--- src/tmr_defs.svh ---
`ifndef TMR_DEFS_SVH
`define TMR_DEFS_SVH

// ==========================================================
// register offsets (word index on the register port)
`define TMR_OFS_CTRL    3'h0
`define TMR_OFS_COUNT   3'h1
`define TMR_OFS_CMP     3'h2
`define TMR_OFS_STATUS  3'h3

// ==========================================================
// control register fields
`define TMR_CTRL_FORCE  7
`define TMR_CTRL_WAVE0  6
`define TMR_CTRL_ACT1   5
`define TMR_CTRL_ACT0   4
`define TMR_CTRL_WAVE1  3
`define TMR_CTRL_CS_HI  2
`define TMR_CTRL_CS_LO  0

// status register fields (write one to clear the flags)
`define TMR_STAT_OVF    0
`define TMR_STAT_CMPF   1
`define TMR_STAT_OCS    2

// ==========================================================
// counter extremes and reset values
`define TMR_BOTTOM      8'h00
`define TMR_MAX         8'hFF
`define TMR_RST_BYTE    8'h00
`define TMR_PRE_W       10

`endif

--- src/tmr_pkg.sv ---
package tmr_pkg;

    // wave mode select, {upper bit, lower bit}
    typedef enum logic [1:0] {
        TMR_WAVE_NORMAL,
        TMR_WAVE_PHASE,
        TMR_WAVE_CLEAR_ON_MATCH,
        TMR_WAVE_FAST_PWM
    } tmr_wave_e;

    typedef struct packed {
        logic [7:0] count_value;
        logic [7:0] compare_value;      // value used by the comparator
        logic [7:0] compare_buf;        // software side of the double buffer
        tmr_wave_e  wave_mode_select;
        logic [1:0] output_action_select;
        logic [2:0] clock_select;
        logic [9:0] prescale;
        logic       overflow_flag;
        logic       compare_flag;
        logic       compare_output_state;
        logic       match_block;
        logic [7:0] rdata;
        logic       pin_out;
        logic       pin_oe;
    } tmr_state_s;

endpackage

--- src/tmr_wave.sv ---
// The implementer's own choices: the strobed register port and the address map.
`timescale 1ns/1ps
`include "tmr_defs.svh"
// Functional notes
// - reset clears the compare output state to zero.
// - nonzero action select drives pin value from output state; direction stays external.
// - pin override depends only on action select, not wave mode.
// - action select zero leaves output state unchanged at matches.
// - new action applies at next match; force strobe applies it at once in non-PWM.
// - counting sequence follows wave mode only, never action select.
// - normal mode always increments and wraps 0xFF to 0x00.
// - normal mode sets overflow flag as count becomes zero; counting never clears it.
// - normal mode accepts count writes any time.
// - clear-on-match mode clears count when it equals compare value.
// - clear-on-match compare writes unbuffered; value below count wraps through 0xFF first.
// - clear-on-match with action 1 toggles output state every match.
// - toggle frequency is clock over 2, prescale and compare plus one.
// - clear-on-match sets overflow flag as count wraps 0xFF to 0x00 without a match; a match at 0xFF clears count with no flag.
// - fast PWM counts bottom to max, then clears to bottom next tick.
// - fast PWM sets overflow flag each time count reaches max.
// - fast PWM action 2 clears on match, sets at bottom; action 3 opposite.
// - fast PWM period is 256 timer clocks.
// - fast PWM compare at bottom gives spike; at max gives constant level.
// - timer clock is I/O clock divided by 1, 8, 64, 256 or 1024.
// - compare value double buffered in PWM modes, immediate otherwise.
// - forced compare updates output state only, no flag, no counter change.
// - non-PWM actions: 1 toggles, 2 clears, 3 sets output state.
// - compare flag is set the timer cycle after count equals compare value.

module tmr_wave
    import tmr_pkg::*;
#(
    parameter int ADDR_W = 3
) (
    input  wire logic              core_clk_i,     // 40 MHz system clock
    input  wire logic              reset_i,        // synchronous, active high
    input  wire logic              core_ce_i,      // low freezes all state
    input  wire logic [ADDR_W-1:0] addr_i,         // register index
    input  wire logic [7:0]        wdata_i,        // write data
    input  wire logic              wr_i,           // write strobe
    input  wire logic              rd_i,           // read strobe
    output logic      [7:0]        rdata_o,        // read data, cycle after rd_i
    input  wire logic              port_value_i,   // ordinary port output value
    input  wire logic              compare_pin_direction_i, // 1 = pin is output
    output logic                   pin_out_o,      // pin output value
    output logic                   pin_oe_o        // pin output enable
);

    tmr_state_s s;
    tmr_state_s next_s;

    // ==========================================================
    // decoded helpers
    logic       tick;
    logic       pwm_mode;
    logic       match;
    logic       count_wr;
    logic [9:0] pre_mask;

    // prescale mask: tick when the masked bits of the free counter are all ones
    always_comb begin
        unique case (s.clock_select)
            3'd1:    pre_mask = 10'h000;           // divide by 1
            3'd2:    pre_mask = 10'h007;           // divide by 8
            3'd3:    pre_mask = 10'h03F;           // divide by 64
            3'd4:    pre_mask = 10'h0FF;           // divide by 256
            3'd5:    pre_mask = 10'h3FF;           // divide by 1024
            default: pre_mask = 10'h000;
        endcase
    end

    // timer clock enable; select 0 and the unused codes stop the timer
    assign tick = core_ce_i && (s.clock_select inside {3'd1, 3'd2, 3'd3, 3'd4, 3'd5})
                  && ((s.prescale & pre_mask) == pre_mask);
    assign pwm_mode = s.wave_mode_select[0];
    assign match    = (s.count_value == s.compare_value) && !s.match_block;
    assign count_wr = wr_i && (addr_i == `TMR_OFS_COUNT);

    // ==========================================================
    // next state
    always_comb begin
        logic       force_hit;
        logic [1:0] force_act;
        force_hit = 1'b0;
        force_act = 2'b00;
        next_s = s;
        next_s.prescale = s.prescale + 10'h001;

        // write-one clears go first, so a flag set by this same tick wins
        if (core_ce_i && wr_i && addr_i == `TMR_OFS_STATUS) begin
            if (wdata_i[`TMR_STAT_OVF])
                next_s.overflow_flag = 1'b0;
            if (wdata_i[`TMR_STAT_CMPF])
                next_s.compare_flag = 1'b0;
        end

        // counting sequence, chosen by wave mode alone
        if (tick) begin
            next_s.match_block = 1'b0;
            unique case (s.wave_mode_select)
                TMR_WAVE_CLEAR_ON_MATCH: begin
                    // unbuffered top: a top below count means a full wrap
                    if (match)
                        next_s.count_value = `TMR_BOTTOM;
                    else
                        next_s.count_value = s.count_value + 8'h01;
                    if (!match && s.count_value == `TMR_MAX)
                        next_s.overflow_flag = 1'b1;
                    // toggle every match: period 2*(1+top) ticks
                    if (match) begin
                        unique case (s.output_action_select)
                            2'd1: next_s.compare_output_state = !s.compare_output_state;
                            2'd2: next_s.compare_output_state = 1'b0;
                            2'd3: next_s.compare_output_state = 1'b1;
                            default: ;
                        endcase
                    end
                end
                TMR_WAVE_FAST_PWM: begin
                    // single slope over 256 ticks, max then bottom
                    next_s.count_value = s.count_value + 8'h01;
                    if (s.count_value == `TMR_MAX - 8'h01)
                        next_s.overflow_flag = 1'b1;
                    if (s.count_value == `TMR_MAX)
                        next_s.compare_value = s.compare_buf;
                    if (match) begin
                        unique case (s.output_action_select)
                            2'd1: next_s.compare_output_state = !s.compare_output_state;
                            2'd2: next_s.compare_output_state = 1'b0;
                            2'd3: next_s.compare_output_state = 1'b1;
                            default: ;
                        endcase
                    end
                    // bottom action wins at max, so compare at max is a
                    // constant level and compare at bottom a one-tick spike
                    if (s.count_value == `TMR_MAX) begin
                        unique case (s.output_action_select)
                            2'd2: next_s.compare_output_state = 1'b1;
                            2'd3: next_s.compare_output_state = 1'b0;
                            default: ;
                        endcase
                    end
                end
                default: begin
                    // normal mode; the unsupported dual-slope code counts the same way but takes no match action
                    next_s.count_value = s.count_value + 8'h01;
                    if (s.count_value == `TMR_MAX) begin
                        next_s.overflow_flag = 1'b1;
                        if (s.wave_mode_select == TMR_WAVE_PHASE)
                            next_s.compare_value = s.compare_buf;
                    end
                    if (match && s.wave_mode_select == TMR_WAVE_NORMAL) begin
                        unique case (s.output_action_select)
                            2'd1: next_s.compare_output_state = !s.compare_output_state;
                            2'd2: next_s.compare_output_state = 1'b0;
                            2'd3: next_s.compare_output_state = 1'b1;
                            default: ;
                        endcase
                    end
                end
            endcase
            if (match)
                next_s.compare_flag = 1'b1;
        end

        // register writes; a count write overrides counting and blocks
        // the match of the next timer cycle
        if (core_ce_i && wr_i) begin
            unique case (addr_i)
                `TMR_OFS_CTRL: begin
                    // new action takes effect from the next match on
                    next_s.wave_mode_select = tmr_wave_e'({wdata_i[`TMR_CTRL_WAVE1], wdata_i[`TMR_CTRL_WAVE0]});
                    next_s.output_action_select = wdata_i[`TMR_CTRL_ACT1:`TMR_CTRL_ACT0];
                    next_s.clock_select = wdata_i[`TMR_CTRL_CS_HI:`TMR_CTRL_CS_LO];
                    force_hit = wdata_i[`TMR_CTRL_FORCE] && !wdata_i[`TMR_CTRL_WAVE0];
                    force_act = wdata_i[`TMR_CTRL_ACT1:`TMR_CTRL_ACT0];
                end
                `TMR_OFS_COUNT: begin
                    next_s.count_value = wdata_i;
                    next_s.match_block = 1'b1;
                end
                `TMR_OFS_CMP: begin
                    next_s.compare_buf = wdata_i;
                    if (!pwm_mode)
                        next_s.compare_value = wdata_i;
                end
                `TMR_OFS_STATUS: begin
                    // flags already cleared ahead of the counting logic
                end
                default: ;
            endcase
        end

        // forced compare: output state only, no flag, no counter change
        if (force_hit) begin
            unique case (force_act)
                2'd1: next_s.compare_output_state = !next_s.compare_output_state;
                2'd2: next_s.compare_output_state = 1'b0;
                2'd3: next_s.compare_output_state = 1'b1;
                default: ;
            endcase
        end

        // read data stands only in the cycle after the strobe
        next_s.rdata = 8'h00;
        if (rd_i) begin
            unique case (addr_i)
                `TMR_OFS_CTRL:   next_s.rdata = {1'b0, s.wave_mode_select[0], s.output_action_select,
                                                 s.wave_mode_select[1], s.clock_select};
                `TMR_OFS_COUNT:  next_s.rdata = s.count_value;
                `TMR_OFS_CMP:    next_s.rdata = s.compare_buf;
                `TMR_OFS_STATUS: next_s.rdata = {5'h00, s.compare_output_state,
                                                 s.compare_flag, s.overflow_flag};
                default:         next_s.rdata = 8'h00;
            endcase
        end

        // pin mux follows action select only, never wave mode
        next_s.pin_out = (next_s.output_action_select != 2'b00) ? next_s.compare_output_state : port_value_i;
        next_s.pin_oe  = compare_pin_direction_i;

        // clock enable low holds everything
        if (!core_ce_i)
            next_s = s;
    end

    // ==========================================================
    // state register
    always_ff @(posedge core_clk_i) begin
        if (reset_i) begin
            s <= '0;
        end else begin
            s <= next_s;
        end
    end

    assign rdata_o   = s.rdata;
    assign pin_out_o = s.pin_out;
    assign pin_oe_o  = s.pin_oe;

    // ==========================================================
    // assertions
    property p_reset_ocs;
        @(posedge core_clk_i) reset_i |=> (s.compare_output_state == 1'b0 && pin_oe_o == 1'b0);
    endproperty
    a_reset_ocs: assert property (p_reset_ocs) else $error("output state not cleared by reset");

    property p_override;
        @(posedge core_clk_i) disable iff (reset_i)
        core_ce_i ##1 (s.output_action_select != 2'b00) |-> pin_out_o == s.compare_output_state;
    endproperty
    a_override: assert property (p_override) else $error("pin not driven from output state");

    property p_no_action;
        @(posedge core_clk_i) disable iff (reset_i)
        (s.output_action_select == 2'b00 && !(wr_i && addr_i == `TMR_OFS_CTRL))
        |=> s.compare_output_state == $past(s.compare_output_state);
    endproperty
    a_no_action: assert property (p_no_action) else $error("output state moved with action zero");

    property p_normal_wrap;
        @(posedge core_clk_i) disable iff (reset_i)
        (tick && s.wave_mode_select == TMR_WAVE_NORMAL && !wr_i && s.count_value == `TMR_MAX)
        |=> (s.count_value == `TMR_BOTTOM && s.overflow_flag);
    endproperty
    a_normal_wrap: assert property (p_normal_wrap) else $error("normal mode wrap or overflow wrong");

    property p_ctc_clear;
        @(posedge core_clk_i) disable iff (reset_i)
        (tick && s.wave_mode_select == TMR_WAVE_CLEAR_ON_MATCH && !wr_i && match)
        |=> (s.count_value == `TMR_BOTTOM && s.compare_flag);
    endproperty
    a_ctc_clear: assert property (p_ctc_clear) else $error("clear-on-match did not clear");

    property p_ctc_toggle;
        @(posedge core_clk_i) disable iff (reset_i)
        (tick && s.wave_mode_select == TMR_WAVE_CLEAR_ON_MATCH && s.output_action_select == 2'd1
         && match && !wr_i) |=> s.compare_output_state != $past(s.compare_output_state);
    endproperty
    a_ctc_toggle: assert property (p_ctc_toggle) else $error("toggle missing on match");

    property p_fpwm_ovf;
        @(posedge core_clk_i) disable iff (reset_i)
        (tick && s.wave_mode_select == TMR_WAVE_FAST_PWM && !wr_i && s.count_value == 8'hFE)
        |=> (s.count_value == `TMR_MAX && s.overflow_flag);
    endproperty
    a_fpwm_ovf: assert property (p_fpwm_ovf) else $error("fast pwm overflow not set at max");

    property p_freeze;
        @(posedge core_clk_i) disable iff (reset_i)
        !core_ce_i |=> (s.count_value == $past(s.count_value) && s.prescale == $past(s.prescale));
    endproperty
    a_freeze: assert property (p_freeze) else $error("state moved while frozen");

    property p_count_write;
        @(posedge core_clk_i) disable iff (reset_i)
        core_ce_i && count_wr
        |=> s.count_value == $past(wdata_i);
    endproperty
    a_count_write: assert property (p_count_write) else $error("count write lost");

    property p_pin_dir;
        @(posedge core_clk_i) disable iff (reset_i)
        core_ce_i
        |=> pin_oe_o == $past(compare_pin_direction_i);
    endproperty
    a_pin_dir: assert property (p_pin_dir) else $error("pin direction not followed");

    property p_port_pass;
        @(posedge core_clk_i) disable iff (reset_i)
        core_ce_i ##1 (s.output_action_select == 2'b00)
        |-> pin_out_o == $past(port_value_i);
    endproperty
    a_port_pass: assert property (p_port_pass) else $error("port value not passed");

    property p_cmp_flag;
        @(posedge core_clk_i) disable iff (reset_i)
        tick && match
        |=> s.compare_flag;
    endproperty
    a_cmp_flag: assert property (p_cmp_flag) else $error("compare flag not set");

    property p_ovf_sticky;
        @(posedge core_clk_i) disable iff (reset_i)
        s.overflow_flag && !(wr_i && addr_i == `TMR_OFS_STATUS)
        |=> s.overflow_flag;
    endproperty
    a_ovf_sticky: assert property (p_ovf_sticky) else $error("overflow flag lost");

    property p_normal_step;
        @(posedge core_clk_i) disable iff (reset_i)
        tick && s.wave_mode_select == TMR_WAVE_NORMAL && !wr_i
        |=> s.count_value == $past(s.count_value) + 8'h01;
    endproperty
    a_normal_step: assert property (p_normal_step) else $error("normal mode did not step");

    property p_ctc_wrap;
        @(posedge core_clk_i) disable iff (reset_i)
        tick && s.wave_mode_select == TMR_WAVE_CLEAR_ON_MATCH && !wr_i && !match && s.count_value == `TMR_MAX
        |=> (s.count_value == `TMR_BOTTOM && s.overflow_flag);
    endproperty
    a_ctc_wrap: assert property (p_ctc_wrap) else $error("clear-on-match wrap wrong");

    property p_fpwm_wrap;
        @(posedge core_clk_i) disable iff (reset_i)
        tick && s.wave_mode_select == TMR_WAVE_FAST_PWM && !wr_i && s.count_value == `TMR_MAX
        |=> s.count_value == `TMR_BOTTOM;
    endproperty
    a_fpwm_wrap: assert property (p_fpwm_wrap) else $error("fast pwm did not restart");

    property p_fpwm_set;
        @(posedge core_clk_i) disable iff (reset_i)
        tick && s.wave_mode_select == TMR_WAVE_FAST_PWM && !wr_i && s.count_value == `TMR_MAX
        && s.output_action_select == 2'd2 |=> s.compare_output_state;
    endproperty
    a_fpwm_set: assert property (p_fpwm_set) else $error("fast pwm not set at bottom");

    property p_fpwm_reload;
        @(posedge core_clk_i) disable iff (reset_i)
        tick && s.wave_mode_select == TMR_WAVE_FAST_PWM && s.count_value == `TMR_MAX
        |=> s.compare_value == $past(s.compare_buf);
    endproperty
    a_fpwm_reload: assert property (p_fpwm_reload) else $error("compare not reloaded at top");

    property p_cmp_direct;
        @(posedge core_clk_i) disable iff (reset_i)
        core_ce_i && wr_i && addr_i == `TMR_OFS_CMP && !pwm_mode
        |=> s.compare_value == $past(wdata_i);
    endproperty
    a_cmp_direct: assert property (p_cmp_direct) else $error("compare write not immediate");

    c_ctc_toggle: cover property (@(posedge core_clk_i) disable iff (reset_i)
        tick && s.wave_mode_select == TMR_WAVE_CLEAR_ON_MATCH && match && s.output_action_select == 2'd1);
    c_fpwm_top: cover property (@(posedge core_clk_i) disable iff (reset_i)
        tick && s.wave_mode_select == TMR_WAVE_FAST_PWM && s.count_value == `TMR_MAX);
    c_force: cover property (@(posedge core_clk_i) disable iff (reset_i)
        core_ce_i && wr_i && addr_i == `TMR_OFS_CTRL && wdata_i[`TMR_CTRL_FORCE]);

endmodule

--- config.mk ---
export PLATFORM = sky130hd
export DESIGN_NAME = tmr_wave
export DESIGN_NICKNAME = d
export VERILOG_FILES = /design/src/tmr_pkg.sv /design/src/tmr_wave.sv
export VERILOG_INCLUDE_DIRS = /design/src
export SDC_FILE = /design/constraint.sdc
export NUM_CORES = 1
export LEC_CHECK = 0
export ABC_AREA = 1
export BUFFER_PORTS_ARGS = -buffer_cell sky130_fd_sc_hd__buf_2
export CELL_PAD_IN_SITES_DETAIL_PLACEMENT = 1
export CELL_PAD_IN_SITES_GLOBAL_PLACEMENT = 1
export CORE_MARGIN = 5
export CORE_UTILIZATION = 42
export CTS_CLUSTER_SIZE = 40
export DETAILED_ROUTE_END_ITERATION = 10
export PLACE_DENSITY = 0.87
export SETUP_SLACK_MARGIN = 0.5
export SLEW_MARGIN = 0
export SYNTH_ARGS = -nofsm -noshare
export SYNTH_HDL_FRONTEND = slang
export SYNTH_SLANG_ARGS = --single-unit
--- constraint.sdc ---
create_clock -name core_clk_i -period 2.75 [get_ports core_clk_i]
set_clock_uncertainty 0.05 [all_clocks]
set_input_delay 0.1375 -clock core_clk_i [delete_from_list [all_inputs] [get_ports core_clk_i]]
set_output_delay 0.1375 -clock core_clk_i [all_outputs]
set_load 0.01 [all_outputs]
# Word level (Yosys, flattened, before mapping)
# Cells that the tools add are included.
[word_totals]
ff_bits = 55
latchBits = 0
ram_bits = 0
mem_bits_ro = 0
in_bits = 18
out_inout_bits = 10
word_cells = 96
mem_count = 0
[classes]
add_sub_neg = 2
mul = 0
div_mod_pow = 0
magnitude_cmp = 0
n_eq_ne = 21
n_shift = 0
mux = 39
bitwise_logic = 1
n_reduce_logical = 19
[ops]
columns = ["operator", "count"]
rows = [
  ["$mux W8", 8],
  ["$pmux W10 S4", 1],
  ["$mux W16", 2],
  ["$pmux W8 S4", 1],
  ["$mux W31", 1],
  ["$eq A8 B8 Y1 const B", 2],
  ["$pmux W8 S2", 1],
  ["$mux W1", 15],
  ["$eq A2 B2 Y1 const B", 6],
  ["$eq A3 B2 Y1 const B", 4],
  ["$add A10 B1 Y10 const B", 1],
  ["$and A10 B10 Y10", 1],
  ["$eq A10 B10 Y1", 1],
  ["$add A8 B1 Y8 const B", 1],
  ["$eq A8 B8 Y1", 1],
  ["$logic_and A1 B1 Y1", 8],
  ["$mux W7", 1],
  ["$eq A2 B1 Y1 const B", 3],
  ["$eq A3 B1 Y1 const B", 2],
  ["$eq A3 B3 Y1 const B", 2],
  ["$mux W2", 3],
  ["$pmux W1 S2", 3],
  ["$pmux W1 S3", 2],
  ["$reduce_and A3 Y1", 2],
  ["other kinds (6)", 10],
]

# Logic depth before layout (Yosys ltp)
[depth]
word_depth = 11
depth_mapped = 18
mapped_depth_nobuf = 18

# Least setup slack after synthesis
# No wires, ideal clock.
[synth_timing]
kind = "register to register"
startpoint = "register s[47] in the netlist's numbering"
endpoint = "register s[45] in the netlist's numbering"
setup_time_ns = 0.129
arrival_time_ns = 1.713
required_ns = 2.571
slack_ns = 0.859
path_stages_with_launch = 12
n_path_buf = 0
period_less_slack_ns = 1.891
path_cell_list = "dfxtp_1 > ha_1 > nand3_1 > inv_1 > nand2_2 > nor2_2 > inv_1 > nor3_4 > o21ai_1 > a21oi_1 > a2bb2oi_1 > nor2_1"
[synth_between]
elab_chain_cells = 7
elab_cells_between_ends = 8
classes_between = "eq/ne: 1; mux: 7"
[synth_lines]
columns = ["element", "line_no", "rtl"]
rows = [
  ["start: declaration", "tmr_wave.sv:49", "tmr_state_s s;"],
  ["start signal: assignment", "tmr_wave.sv:233", "s <= next_s;"],
  ["$eq A8 B8 Y1 (no line) *", "-", ""],
  ["$mux W8, on equally long branches", "tmr_wave.sv:147, tmr_wave.sv:124", ""],
  ["$pmux W8 S2 *", "tmr_wave.sv:100", "unique case (s.wave_mode_select)"],
  ["$mux W16 *", "tmr_wave.sv:98", "if (tick) begin"],
  ["$mux W8", "tmr_wave.sv:184", "if (!pwm_mode)"],
  ["$mux W16", "tmr_wave.sv:169", "unique case (addr_i)"],
  ["$mux W31 *", "tmr_wave.sv:168", "if (core_ce_i && wr_i) begin"],
]
# Mark *: on every way between the ends. The rest lies on a longest branch, timed or not.
# A chain may end at the register's enable or synchronous reset.

# Final worst setup path
[layout_timing]
startpoint = "register s[26] in the netlist's numbering"
endpoint = "register s[50] in the netlist's numbering"
[layout_between]
elab_chain_cells = 8
elab_cells_between_ends = 14
classes_between = "eq/ne: 6; mux: 4; bitwise: 1; reduce/logical: 3"
[layout_lines]
columns = ["element", "line_no", "rtl"]
rows = [
  ["$eq A3 B3 Y1 or $eq A3 B2 Y1 (tied branches)", "tmr_wave.sv:62, tmr_wave.sv:73", ""],
  ["$pmux W10 S4", "tmr_wave.sv:62", "unique case (s.clock_select)"],
  ["$and A10 B10 Y10", "tmr_wave.sv:74", "&& ((s.prescale & pre_mask) == pre_mask);"],
  ["$eq A10 B10 Y1", "tmr_wave.sv:74", ""],
  ["$logic_and A1 B1 Y1 *", "tmr_wave.sv:74", ""],
  ["$mux W16 *", "tmr_wave.sv:98", ""],
  ["$mux W8", "tmr_wave.sv:169", ""],
  ["$mux W31 *", "tmr_wave.sv:168", ""],
]
# Marked as above.

==> impl_results.md <==
* Reg clk slew, reported paths at 110 ps
* Power per Cell Area at 459.8 nW/um^2
* Wire per inst at 17.29 um
* Int Power at 0.001151 W
* Initial antenna violation count at 0
* Global-route wire length before repair at 15,880 um
* Vias at 3,151
* Post-route ant nets at 0
* Die W at 95.17 um
* Vias in the first global route at 3,214
* RSZ-0062 raised after global routing: no
* Register area share after synthesis at 0.3614
* Post-route cell area at between 3000 and 4000 um^2
* Nets at just under 500
* WHS Path Cells at 3
* Net Sw Power at 0.0004233 W
* Drt initial violations at 215
* Clock Tree Buf Depth at 2
* Worst setup SP type: register
* DP Area at 3224 um^2
* Gate power share at 0.120
* Top Ports at 28
* H-Tree Level Count at 2
* Sequential share of power at 0.527
* Largest family of logic cells by synthesized area: simple AND/OR/NAND/NOR gates
* Worst-Skew Late Latency at 320 ps
* CTS Buf Count at 5
* Leak pwr at between 1 and 1.5 nW
* Filler cells at 960
* CP Data Arrival Time at 2310 ps
* Core area at 7176 um^2
* Hold Path Class: input pin to register
* Crit path required time at approximately 2900 ps
* Gp weighted congestion at ~0.93
* Max-slew headroom at 0.5384
* Primary FF master, synth: dfxtp_1
* Compound-Gate Fraction of Synth Area at 0.2398
* Final Hold Fails at 0
* Post-synthesis mux area share at 0
* Synthesized area at 3047 um^2
* Share of cells above drive strength 1 at 0.1592
* Kind of critical path: register to register
* Total power at roughly 0.0016 W
* Tcrit/Tclk final at 0.7710
* Avg Cell Area, Syn at 6.816 um^2
* ANT cells at 0
* Simple-gate portion of the synthesized area at 0.2678
* Pin count of the biggest net entering global routing at 31
* All-Layer GR Usage at 0.2275
* Netlist cell types at 42
* Max VDD drop at 242.2 uV
* Synthesized Nets at between 400 and 500
* Clock power share at 0.354
* Cells after Synth at 447
* Final min period at 2120 ps
* R2R cell count at 9
* TNS Setup at 0 ps
* Seq cells post-synth at 55
* # rows at 31
* Final Setup Violations at 0
* Die height at between 90 and 100 um
* Clk sink count at 55
* Clock root buffer: clkbuf_8
* Post-Synth Adder-Cell Area at 0.01232
* Die area at 9057 um^2
* Pre-antenna DRT Iters at 4
* Starting Density at 0.4246
* Worst slew pin tran at roughly 700 ps
* Drt drc at 0
* Drt via density at between 5 and 6
* Area Growth Syn to Fin at 12.40%
* GR Overflow Total at 0
* EDFF count, synth at 0
* Critical path fanouts, max at 8
* Final Routed Wirelength at approximately 9900 um
* PortBufs at 27
* Final Slew Violations at 0
* Asr flop ratio synth at 0
* Final HPWL DP at 7438 um
* Max-Cap Viols at 0
* Nature of the critical path endpoint: register
* Status: finished clean
* Ys Warns at 0
* Sw frac at 0.2688
* Post-Synth XOR/XNOR Area at 0.008624
* Max Clk Rate at 471.6 MHz
* CTS tree: done
[Yosys cell counts, types with 3 or more instances]
cell,instances,area share
inv_2,4,0.0049
ha_1,3,0.012
buf_4,9,0.022
clkbuf_1,10,0.012
nand2_1,96,0.12
o21ai_1,3,0.0049
o21ai_0,34,0.056
o221ai_1,9,0.026
nor3_1,10,0.016
xor2_1,3,0.0086
nand3_1,26,0.043
a31oi_1,5,0.010
dfxtp_1,55,0.36
a21oi_1,45,0.074
a22oi_1,6,0.015
inv_1,48,0.059
nor2_1,43,0.053
o211ai_1,7,0.017
[per-layer routing]
metal,global-route usage,wire (um)
met4,0.08894,218
met3,0.03867,443
met5,0,0
met1,0.2709,4159
met2,0.4041,5035
[critical path: stages (launching register included)]
cell      delay, ps
dfxtp_1         340
inv_1           130
nand2_1          90
o21ai_1         130
a21oi_1          90
nand3_4         200
inv_2           110
a211oi_2        390
or3b_1          390
a21oi_1         130
[registers in the layout, summed over array words and instances, names as in the netlist]
register and count:
pin_oe_o 1, pin_out_o 1, pwm_mode 1, rdata_o 8
s 44
[path summary, 6_finish.rpt]
| kind | start | end | slack [ps] |
|---|---|---|---|
| setup / recovery | s[26] | s[50] | 630 |
| hold / removal | wdata_i[4] | s[51] | 100 |
| setup reg to reg | s[26] | s[50] | 630 |
| hold reg to reg | s[39] | s[39] | 420 |
[per-stage QoR]
stage / hold WS [ps] / util / cells / worst slack (ps)
finish: 95.93 / 0.4772 / 570 / 629.7
global route: 87.12 / 0.4772 / 570 / 504.6
CTS: 90.91 / 0.4691 / 568 / 497.3
detailed placement: 326.5 / 0.4493 / 557 / 466.0
global placement: 310.3 / 0.4493 / 557 / 488.9
floorplan: 222.4 / - / 447 / 858.7
[final cells by class]
class	instances	area (um^2)	area share
Multi-Input combinational cell	315	1632	0.4764
Timing Repair Buffer	38	232.7	0.06796
Tap cell	99	123.9	0.03617
Inverter	55	209.0	0.06102
Clock buffer	5	68.82	0.02010
Sequential cell	55	1111	0.3244
Clock inverter	3	47.55	0.01388
[power groups by stage]
stage	clock network (W)	logic (W)	registers, W
2_1_floorplan	0	0.000116	0.000843
3_3_place_gp	0	0.000172	0.000846
3_5_place_dp	0	0.000179	0.000847
4_1_cts	0.000581	0.000181	0.000829
5_1_grt	0.000608	0.000209	0.000832
6_report	0.000557	0.000189	0.000829
[cell families after synthesis]
group	count (synthesis)
flip-flops	55
adder cells (fa/ha/maj)	3
AND/OR/NAND/NOR	188
buffers and inverters	77
AO/OA/AOI/OAI	121
XOR/XNOR	3
[what timing repair did]
action	CTS	global route
setup buffers	2	2
endpoints found under the setup margin	5	15
pin swaps	1	1
resized for setup	0	14
endpoints found under the hold margin	1	0
hold buffers	1	0
[layout by cell type, fill, tap and decap left out, types with 8 or more instances in the layout]
cell type and count:
dfxtp_2 8, buf_2 27, nand2_1 96, nand3_1 26
inv_1 47, buf_4 9, a21oi_1 44, o221ai_1 9
dfxtp_1 47, nor3_1 10, nor2_1 41, o21ai_0 34
Note: power is estimated with default switching activity, not from simulation.
